## config.mk

```make
export PLATFORM = sky130hd
export DESIGN_NAME = bchrr_top
export DESIGN_NICKNAME = d
export VERILOG_FILES = /design/src/shared/bchrr_pkg.sv /design/src/rtl/bchrr_top.sv /design/src/rtl/bchrr_win.sv
export VERILOG_INCLUDE_DIRS = /design/src /design/src/shared
export SDC_FILE = /design/constraint.sdc
export NUM_CORES = 1
export LEC_CHECK = 0
export BUFFER_PORTS_ARGS = -buffer_cell sky130_fd_sc_hd__buf_4
export CAP_MARGIN = 20
export CORE_UTILIZATION = 40
export CTS_CLUSTER_SIZE = 24
export DETAILED_ROUTE_END_ITERATION = 6
export PLACE_DENSITY = 0.66
export SLEW_MARGIN = 20
export SYNTH_ARGS = -nofsm -noshare
export SYNTH_HDL_FRONTEND = slang
export SYNTH_SLANG_ARGS = --single-unit
```

## constraint.sdc

```tcl
create_clock -name mclk_i -period 2.34 [get_ports mclk_i]
set_clock_uncertainty 0.2 [all_clocks]
set_input_delay 0.117 -clock mclk_i [delete_from_list [all_inputs] [get_ports mclk_i]]
set_output_delay 0.117 -clock mclk_i [all_outputs]
set_load 0.03 [all_outputs]
```

## src/shared/bchrr_regs.svh

```systemverilog
// Constants of the host register-read hazard block
`ifndef BCHRR_REGS_SVH
`define BCHRR_REGS_SVH
`define BCHRR_CFG7_ENH_BC_BIT    15
`define BCHRR_CFG7_FAST_BIT      14
`define BCHRR_CFG2_AUTOCLR_BIT   4
`define BCHRR_CFG7_RST_NONPCI    16'h0000
`define BCHRR_CFG7_RST_PCI       16'h4000
`define BCHRR_WIN_CYCLES         3'h4
// Register offsets on the host port (arbitrary choice)
`define BCHRR_ADDR_CFG2          4'h2
`define BCHRR_ADDR_ISR           4'h6
`define BCHRR_ADDR_CFG7          4'h7
`endif

```

## src/shared/bchrr_pkg.sv

```systemverilog
// Types of the host register-read hazard block
`default_nettype none
package bchrr_pkg;
    typedef enum logic [1:0] {
        BCHRR_IDLE = 2'b00,
        BCHRR_WIN  = 2'b01,
        BCHRR_UPD  = 2'b10
    } bchrr_state_t;

    typedef struct packed {
        logic        rd;
        logic        wr;
        logic        reg_sel;
        logic [3:0]  addr;
        logic [15:0] wdata;
    } bchrr_hreq_t;

    typedef enum logic [1:0] {
        BCHRR_MODE_BC = 2'b00,
        BCHRR_MODE_RT = 2'b01,
        BCHRR_MODE_MT = 2'b10,
        BCHRR_MODE_RTMT = 2'b11
    } bchrr_mode_t;
endpackage : bchrr_pkg
`default_nettype wire

```

## src/rtl/bchrr_top.sv

```systemverilog
// Host register port with the swap-pointer read collision behaviour
//
// Overview of operation
// - Enhanced controller mode via config 7 bit 15
// - Fast host access at config 7 bit 14
// - Hazard only in buffered interface configuration
// - Swap pointer write ends the message sequence
// - Window is four cycles before that write
// - Corrupted read is register ORed with pointer
// - Writes and memory accesses stay unaffected
// - No corruption outside enhanced controller mode
// - Stored values unaltered; later reads correct
// - Auto-clear still clears interrupt status
`timescale 1ns/1ns
`default_nettype none
`include "bchrr_regs.svh"
module bchrr_top #(
    parameter logic IS_PCI = 1'b0           // PCI variant reset default
) (
    input  wire logic                mclk_i,      // System clock
    input  wire logic                rst_i,       // Sync reset, high
    input  wire bchrr_pkg::bchrr_hreq_t hreq_i,   // Host request
    input  wire logic                buffered_i,  // Buffered interface
    input  wire bchrr_pkg::bchrr_mode_t mode_i,   // Terminal mode
    input  wire logic                swap_flip_i, // Swap instruction flips
    input  wire logic                upd_soon_i,  // Pointer write due
    input  wire logic [15:0]         new_ptr_i,   // Updated block pointer
    input  wire logic                irq_set_i,   // Interrupt event
    output logic [15:0]              rdata_o,     // Host read data
    output logic                     rvalid_o,    // Read data valid
    output logic [15:0]              cfg7_o,      // Config register 7
    output logic [15:0]              cfg2_o,      // Config register 2
    output logic [15:0]              ptr_o,       // Parameter field
    output logic                     ptr_wr_o,    // Parameter write pulse
    output logic                     corrupt_o    // Last read corrupted
);
    import bchrr_pkg::*;

    localparam logic [3:0] A_CFG2 = `BCHRR_ADDR_CFG2;
    localparam logic [3:0] A_CFG7 = `BCHRR_ADDR_CFG7;
    localparam logic [3:0] A_ISR  = `BCHRR_ADDR_ISR;

    typedef struct packed {
        logic [15:0] cfg7;
        logic [15:0] cfg2;
        logic [15:0] isr;
        logic [15:0] ptr;
        logic [15:0] rdata;
        logic        rvalid;
        logic        ptr_wr;
        logic        corrupt;
    } bchrr_st_t;

    bchrr_st_t s, next_s;
    logic in_win;
    logic upd;
    logic hazard;
    logic [15:0] reg_val;

    bchrr_win u_win (
        .mclk_i     (mclk_i),
        .rst_i      (rst_i),
        .upd_soon_i (upd_soon_i & swap_flip_i),
        .in_win_o   (in_win),
        .upd_o      (upd)
    );

    always_comb begin
        hazard = s.cfg7[`BCHRR_CFG7_ENH_BC_BIT]
               & s.cfg7[`BCHRR_CFG7_FAST_BIT]
               & buffered_i & ~IS_PCI
               & (mode_i == BCHRR_MODE_BC)
               & swap_flip_i & in_win;
        case (hreq_i.addr)
            A_CFG2:  reg_val = s.cfg2;
            A_CFG7:  reg_val = s.cfg7;
            A_ISR:   reg_val = s.isr;
            default: reg_val = 16'h0000;
        endcase
    end

    always_comb begin
        next_s         = s;
        next_s.rvalid  = 1'b0;
        next_s.ptr_wr  = 1'b0;
        if (upd) begin
            next_s.ptr    = new_ptr_i;
            next_s.ptr_wr = 1'b1;
        end
        if (hreq_i.wr & hreq_i.reg_sel) begin
            case (hreq_i.addr)
                A_CFG2:  next_s.cfg2 = hreq_i.wdata;
                A_CFG7:  next_s.cfg7 = hreq_i.wdata;
                default: next_s.cfg2 = next_s.cfg2;
            endcase
        end
        if (hreq_i.rd) begin
            next_s.rvalid = 1'b1;
            if (hreq_i.reg_sel) begin
                next_s.corrupt = hazard;
                next_s.rdata   = hazard ? (reg_val | new_ptr_i)
                                        : reg_val;
                if ((hreq_i.addr == A_ISR) &
                    s.cfg2[`BCHRR_CFG2_AUTOCLR_BIT]) begin
                    next_s.isr = 16'h0000;
                end
            end else begin
                next_s.corrupt = 1'b0;
                next_s.rdata   = 16'h0000;
            end
        end
        if (irq_set_i) begin
            next_s.isr = s.isr | 16'h0001;               // Set wins
        end
    end

    always_ff @(posedge mclk_i) begin
        if (rst_i) begin
            s <= '0;
            s.cfg7 <= IS_PCI ? `BCHRR_CFG7_RST_PCI : `BCHRR_CFG7_RST_NONPCI;
        end else begin
            s <= next_s;
        end
    end

    assign rdata_o   = s.rdata;
    assign rvalid_o  = s.rvalid;
    assign cfg7_o    = s.cfg7;
    assign cfg2_o    = s.cfg2;
    assign ptr_o     = s.ptr;
    assign ptr_wr_o  = s.ptr_wr;
    assign corrupt_o = s.corrupt;

    property p_no_hazard_outside;
        @(posedge mclk_i) disable iff (rst_i)
        (hreq_i.rd & ~in_win) |=> ~corrupt_o;
    endproperty
    a_no_hazard_outside: assert property (p_no_hazard_outside)
        else $error("corruption outside window");
    property p_mode;
        @(posedge mclk_i) disable iff (rst_i)
        (hreq_i.rd & ~cfg7_o[`BCHRR_CFG7_ENH_BC_BIT]) |=> ~corrupt_o;
    endproperty
    a_mode: assert property (p_mode)
        else $error("corruption without enhanced mode");
    property p_fast;
        @(posedge mclk_i) disable iff (rst_i)
        (hreq_i.rd & ~cfg7_o[`BCHRR_CFG7_FAST_BIT]) |=> ~corrupt_o;
    endproperty
    a_fast: assert property (p_fast)
        else $error("corruption without fast access");
    property p_buf;
        @(posedge mclk_i) disable iff (rst_i)
        (hreq_i.rd & ~buffered_i) |=> ~corrupt_o;
    endproperty
    a_buf: assert property (p_buf)
        else $error("corruption in transparent mode");
    property p_or;
        @(posedge mclk_i) disable iff (rst_i)
        (hreq_i.rd & hreq_i.reg_sel & hazard) |=>
            (rdata_o == ($past(reg_val) | $past(new_ptr_i)));
    endproperty
    a_or: assert property (p_or)
        else $error("corrupt value not OR");
    property p_upd;
        @(posedge mclk_i) disable iff (rst_i)
        (upd_soon_i & swap_flip_i & ~in_win & ~upd) |=> ##5 ptr_wr_o;
    endproperty
    a_upd: assert property (p_upd)
        else $error("pointer write not after window");
    property p_rtmode;
        @(posedge mclk_i) disable iff (rst_i)
        (hreq_i.rd & (mode_i != BCHRR_MODE_BC)) |=> ~corrupt_o;
    endproperty
    a_rtmode: assert property (p_rtmode)
        else $error("corruption in non controller mode");
    property p_mem;
        @(posedge mclk_i) disable iff (rst_i)
        (hreq_i.rd & ~hreq_i.reg_sel) |=> ~corrupt_o;
    endproperty
    a_mem: assert property (p_mem)
        else $error("memory read corrupted");
    property p_keep;
        @(posedge mclk_i) disable iff (rst_i)
        (hreq_i.rd & hazard & ~hreq_i.wr & ~irq_set_i) |=>
            (cfg7_o == $past(cfg7_o));
    endproperty
    a_keep: assert property (p_keep)
        else $error("stored value changed by read");
    property p_clr;
        @(posedge mclk_i) disable iff (rst_i)
        (hreq_i.rd & hreq_i.reg_sel & (hreq_i.addr == A_ISR) &
         cfg2_o[`BCHRR_CFG2_AUTOCLR_BIT] & ~irq_set_i) |=> (s.isr == 16'h0000);
    endproperty
    a_clr: assert property (p_clr)
        else $error("auto-clear missed");
    c_corrupt: cover property (@(posedge mclk_i) corrupt_o);
    c_upd: cover property (@(posedge mclk_i) ptr_wr_o);
    c_clean: cover property (@(posedge mclk_i) rvalid_o & ~corrupt_o);
endmodule : bchrr_top
`default_nettype wire

```

## src/rtl/bchrr_win.sv

```systemverilog
// Tracks the four-cycle window before the swap-pointer update write
`timescale 1ns/1ns
`default_nettype none
`include "bchrr_regs.svh"
module bchrr_win (
    input  wire logic mclk_i,       // System clock
    input  wire logic rst_i,        // Sync reset, high
    input  wire logic upd_soon_i,   // Pointer write due in four cycles
    output logic      in_win_o,     // Inside the vulnerable window
    output logic      upd_o         // Pointer update write cycle
);
    import bchrr_pkg::*;
    typedef struct packed {
        bchrr_state_t st;
        logic [2:0]   cnt;
    } bchrr_wst_t;
    bchrr_wst_t s, next_s;

    always_comb begin
        next_s = s;
        case (s.st)
            BCHRR_IDLE: begin
                if (upd_soon_i) begin
                    next_s.st  = BCHRR_WIN;
                    next_s.cnt = `BCHRR_WIN_CYCLES - 3'h1;
                end
            end
            BCHRR_WIN: begin
                if (s.cnt == 3'h0) begin
                    next_s.st = BCHRR_UPD;
                end else begin
                    next_s.cnt = s.cnt - 3'h1;
                end
            end
            BCHRR_UPD: begin
                next_s.st = BCHRR_IDLE;
            end
            default: begin
                next_s.st = BCHRR_IDLE;
            end
        endcase
    end

    always_ff @(posedge mclk_i) begin
        if (rst_i) begin
            s <= '{st: BCHRR_IDLE, cnt: 3'h0};
        end else begin
            s <= next_s;
        end
    end

    assign in_win_o = (s.st == BCHRR_WIN);
    assign upd_o    = (s.st == BCHRR_UPD);
endmodule : bchrr_win
`default_nettype wire

```

=== Word level (Yosys, flattened, before mapping) ===
Index checks and enable logic that the tools add are counted.

* Output and inout bits: 67
* Logic and storage cells: 55
* Bits in registers: 73
* Bits of input ports: 47

* Bitwise gates (word level): 9
* Reduce and logical (&&, ||, !) cells: 12
* $add $sub $neg: 1
* Muxes and demuxes: 15
* Equal/unequal tests: 8

{| class="wikitable"
|+ Operator list
! cell !! number
|-
| case mux 16 bit (3 select lines) || 1
|-
| two-way mux 16 bit || 2
|-
| OR 16 bit || 1
|-
| bitwise AND 1 bit || 8
|-
| equality test 4 x 3 -> 1 bit (second input constant) || 2
|-
| nonzero test 2 bit || 4
|-
| two-way mux 1 bit || 7
|-
| case mux 3 bit (2 select lines) || 1
|-
| AND reduction 2 bit || 3
|-
| AND reduction 3 bit || 2
|-
| two-way mux 5 bit || 1
|-
| equality test 4 x 2 -> 1 bit (second input constant) || 1
|-
| zero test 2 bit || 2
|-
| inequality test 2 x 1 -> 1 bit (second input constant) || 2
|-
| case mux 2 bit (2 select lines) || 1
|-
| zero test 3 bit || 1
|-
| two-way mux 3 bit || 1
|-
| subtractor 3 x 1 -> 3 bit (second input constant) || 1
|-
| equality test 2 x 1 -> 1 bit (second input constant) || 1
|-
| equality test 2 bit (second input constant) || 1
|-
| two-way mux 2 bit || 1
|-
| inequality test 2 bit (second input constant) || 1
|}

=== Longest topological paths before layout ===
* Depth after elaboration: 7
* Gate-level depth with buffers: 6
* Depth with buffers taken out: 6

=== Modules after synthesis ===
A second synthesis with hierarchy kept.

* Cell total of the unflattened synthesis: 388
* Area, all modules: 3422.0 um2

{| class="wikitable"
|+ By module, submodules not included
! module !! seq. area each (um2) !! area each (um2) !! cells an instance !! instances
|-
| bchrr_top || 1361.3 || 3160.5 || 361 || 1
|-
| bchrr_win || 100.1 || 261.5 || 27 || 1
|}

=== Worst setup path after synthesis ===
OpenSTA, ideal clock, no wires.

* Path type: register -> register
* From: reg u_win.s[0] in the netlist's numbering
* To: reg u_win.s[2] in the netlist's numbering
* Period minus slack after synthesis: 1642 ps
* Slack: 698 ps
* Setup time: 117 ps
* Stages on the path, launching flop included: 7
* Required time: 2023 ps
* Arrival: 1325 ps
* Buffers on the path: 0
* Cell sequence: dfxtp_1 inv_1 ha_1 ha_1 nand2b_1 a21o_1 a32o_1

* Word-level cells in the longest chain between the ends: 3
* Elaborated cells on any way between the ends: 6
* Classes of those cells: add/sub (1); eq/ne (1); mux (2); reduce/logical (2)

{| class="wikitable"
|+ RTL lines
! element !! line !! text
|-
| start, declared || bchrr_win.sv:17 || <nowiki>bchrr_wst_t s, next_s;</nowiki>
|-
| start signal, assigned || bchrr_win.sv:46 || <nowiki>s <= '{st: BCHRR_IDLE, cnt: 3'h0};</nowiki>
|-
| start signal, assigned || bchrr_win.sv:48 || <nowiki>s <= next_s;</nowiki>
|-
| subtractor 3 x 1 -> 3 bit or zero test 3 bit (tied branches) || bchrr_win.sv:32, bchrr_win.sv:29 ||
|-
| two-way mux 3 bit or inequality test 2 bit (tied branches) || -- ||
|-
| case mux 3 bit (2 select lines) or AND reduction 3 bit (tied branches) || -- ||
|}

Several ways; a longest one is shown, not always the timed one. The select of a mux whose other input is x is not followed.
A chain may end at the register's enable or synchronous reset.

=== Worst setup path after layout ===
* From: reg u_win.s[4] in the netlist's numbering
* To: reg s (netlist bit corrupt_o)

* Word-level cells in the longest chain between the ends: 3

{| class="wikitable"
|+ RTL lines
! element !! line !! text
|-
| equality test 2 x 1 -> 1 bit || bchrr_win.sv:52 || <nowiki>assign in_win_o = (s.st == BCHRR_WIN);</nowiki>
|-
| bitwise AND 1 bit || bchrr_top.sv:69 || <nowiki>hazard = s.cfg7[`BCHRR_CFG7_ENH_BC_BIT]</nowiki>
|-
| two-way mux 1 bit || bchrr_top.sv:99 || <nowiki>if (hreq_i.reg_sel) begin</nowiki>
|-
| end signal, assigned || bchrr_top.sv:122 || <nowiki>s <= next_s;</nowiki>
|-
| end, declared || bchrr_top.sv:54 || <nowiki>bchrr_st_t s, next_s;</nowiki>
|}

No other way between the ends.

==> summary.md <==
| Metric | Value |
|---|---|
| Total number of vias | 3,081 |
| Root buffer cell | clkbuf_8 |
| Count of unique library cells instantiated by Yosys | 35 |
| Die height | 94.9 um |
| Drt pass-1 iters | 4 |
| Internal | 2.05 mW |
| GRT overflow | 0 |
| # diodes | 0 |
| Final worst slack | 568 ps |
| Total negative slack | 0 ps |
| PwrDens | 600 nW/um^2 |
| Area added between synthesis and finish | 29.1% |
| Leak | 1.82 nW |
| Critical path arrival | 1840 ps |
| Vias per cell | 5.12 |
| Mapped Nets | 467 |
| Skew-Pair Late Insertion Delay | 340 ps |
| Initial antenna violation count | 0 |
| Critical Path Start Type | flop |
| Relative slew slack | 33.8% |
| Setup Slack @ Placement | 495 ps |
| Unrepaired setup endpoints after global routing | no |
| Final hold vios | 0 |
| Clk sinks | 73 |
| Critical path class | flop to flop |
| Largest area contributor in the synthesized netlist | dfxtp_1 |
| Layout Utilization | 53.7% |
| Ys Warns | 0 |
| Hold WC Path Type | primary input to flop |
| First-pass GRT wire length | 13,900 um |
| Overall power | 2.68 mW |
| Post-synth design cell area | 3450 um^2 |
| Iteration-0 DRC Markers | 129 |
| Reg clk slew, reported paths | around 80 ps |
| Sequential-to-total area share from yosys stat | 42.3% |
| # port buffers | 113 |
| Sw Pwr | 623 uW |
| # IOs | 114 |
| Placed Cells | 551 |
| Hold Slack | 26.5 ps |
| Crit path required time | 2410 ps |
| Synth top area cells | dfxtp_1 (42%), buf_4 (14%), a21oi_1 (7.2%) |
| Post-synth top flop | dfxtp_1 |
| Logic pwr share | 10.8% |
| Dpl cell area | 3880 um^2 |
| Vias in the first global route | ~2.9k |
| CTS tree | done |
| Post-CTS setup buffers | 0 |
| Top cells by count, synth | dfxtp_1 (73), buf_4 (66), a21oi_1 (50), nand2_1 (49), nand3_1 (32) |
| Switching Share | 23.3% |
| Worst slew pin tran | 989 ps |
| Largest net degree at the start of global routing | 61 |
| Run status | complete, no violations |
| Sequential Power Share | ~48% |
| Die ar. | 9010 um^2 |
| CTS buffer count | 9 |
| Finished Layout Cells | between 600 and 700 |
| Gr usage total | 20.3% |
| Setup violations, final | 0 |
| Yosys reg bits | 73 |
| Layout cells sized above 1 | 28.2% |
| Synth top area share | ~42% |
| Setup crit end kind | flop |
| Post-route antenna net violation count | 0 |
| Syn Area/Cell | 8.26 um^2 |
| Number of enable flip-flop cells after synthesis | 0 |
| Async SR Flop Fraction | 0% |
| Gpl congestion | 0.762 |
| Final Routed Wirelength | 9060 um |
| DRC | 0 |
| Maxcap violations | 0 |
| VDD IR max | 0.273 mV |
| Drt wl/cell | 15.0 um |
| Fmax | 564 MHz |
| Most frequent cell after synthesis | dfxtp_1 |
| Die W | approximately 95 um |
| H-tree depth | 3 |
| Pins Over Slew Limit | 0 |
| Core ar. | 8300 um^2 |
| Rows | 33 |
| Final Critical Period | 1770 ps |
| Final period util | 75.7% |
| Clock Path Buffers | 2 |
| Detailed Place HPWL | ~6100 um |
| # nets final | 541 |
| Finished Cell Area | 4460 um^2 |
| Clock share of power | 41.7% |
| Initial Util | a little over two fifths |
| Synth Instances | 418 |
| Crit path max fanout | 7 |
-- critical path: stages (launching register included) --
cell	delay (ps)
dfxtp_1	370
and4b_1	320
nand4_1	110
dlygate4sd3_1	570
a21oi_1	130
-- cell type report --
type / instances / area (um^2)
clock inverters: 5 / 77.6
fillers: 800 / 3840
well taps: 105 / 131
multi-input cells: 231 / 1300
clock buffers: 11 / 151
flip-flops and latches: 73 / 1460
inverters: 21 / 78.8
repair buffers: 156 / 1260
-- path summary, 6_finish.rpt --
check | start | slack, ps | cells past startpoint | endpoint
min reg2reg | ptr_o[2]$_SDFFE_PP0P_ | 260 | 2 | ptr_o[2]$_SDFFE_PP0P_
max reg2reg | u_win.s[4]$_SDFFE_PP0P_ | 570 | 4 | corrupt_o$_SDFFE_PP0P_
max | u_win.s[4]$_SDFFE_PP0P_ | 570 | 4 | corrupt_o$_SDFFE_PP0P_
min | upd_soon_i | 30 | 4 | u_win.s[3]$_SDFFE_PP0P_
-- cell families after synthesis --
family                     after synthesis  share of synthesized area [%]
AOI/OAI and AO/OA                      120                           20.8
buffers and inverters                  114                           20.0
and+or+nand+nor                        108                           15.9
DFF                                     73                           42.3
adders and majority gates                2                          0.724
muxes                                    1                          0.290
-- state kept, by name (all words and copies together), names as in the netlist --
| signal | count |
|---|---|
| rdata_o | 16 |
| ptr_wr_o | 1 |
| cfg7_o | 16 |
| corrupt_o | 1 |
| ptr_o | 16 |
| rvalid_o | 1 |
| u_win.s | 5 |
| s | 1 |
| cfg2_o | 16 |
-- layer usage --
layer  vias to the layer above  global-route usage (%)  wire (um)
li1                       1534                       -          -
met1                      1417                    26.7       4030
met2                       123                    32.6       4320
met3                         7                    5.15        625
met4                         0                    6.06         82
met5                         -                       0          0
-- power groups by stage --
| stage | Combinational (mW) | Clock [mW] | Sequential [mW] |
|---|---|---|---|
| detailed placement | 0.243 | 0 | 1.30 |
| global placement | 0.239 | 0 | 1.30 |
| finish | 0.288 | 1.12 | 1.27 |
| CTS | 0.288 | 1.14 | 1.27 |
| floorplan | 0.137 | 0 | 1.30 |
| global route | 0.315 | 1.20 | 1.28 |
-- what timing repair did --
action,4_1_cts,5_1_grt
hold buffers,35,0
hold endpoints to repair,67,0
resized for setup,0,0
-- layout by cell type, fill, tap and decap left out, types with 3 or more instances in the layout --
cell type and n:
nand3_1 32, clkbuf_8 11, inv_1 21, nand3b_1 3
nor2_1 6, dfxtp_1 73, o21ai_0 23, o21ai_1 10
dlygate4sd3_1 35, a21oi_1 50, buf_4 121, nand2_1 49
a22oi_1 15, nand2b_1 3, o221ai_1 16
No activity file was read; power rests on OpenSTA's default activity.
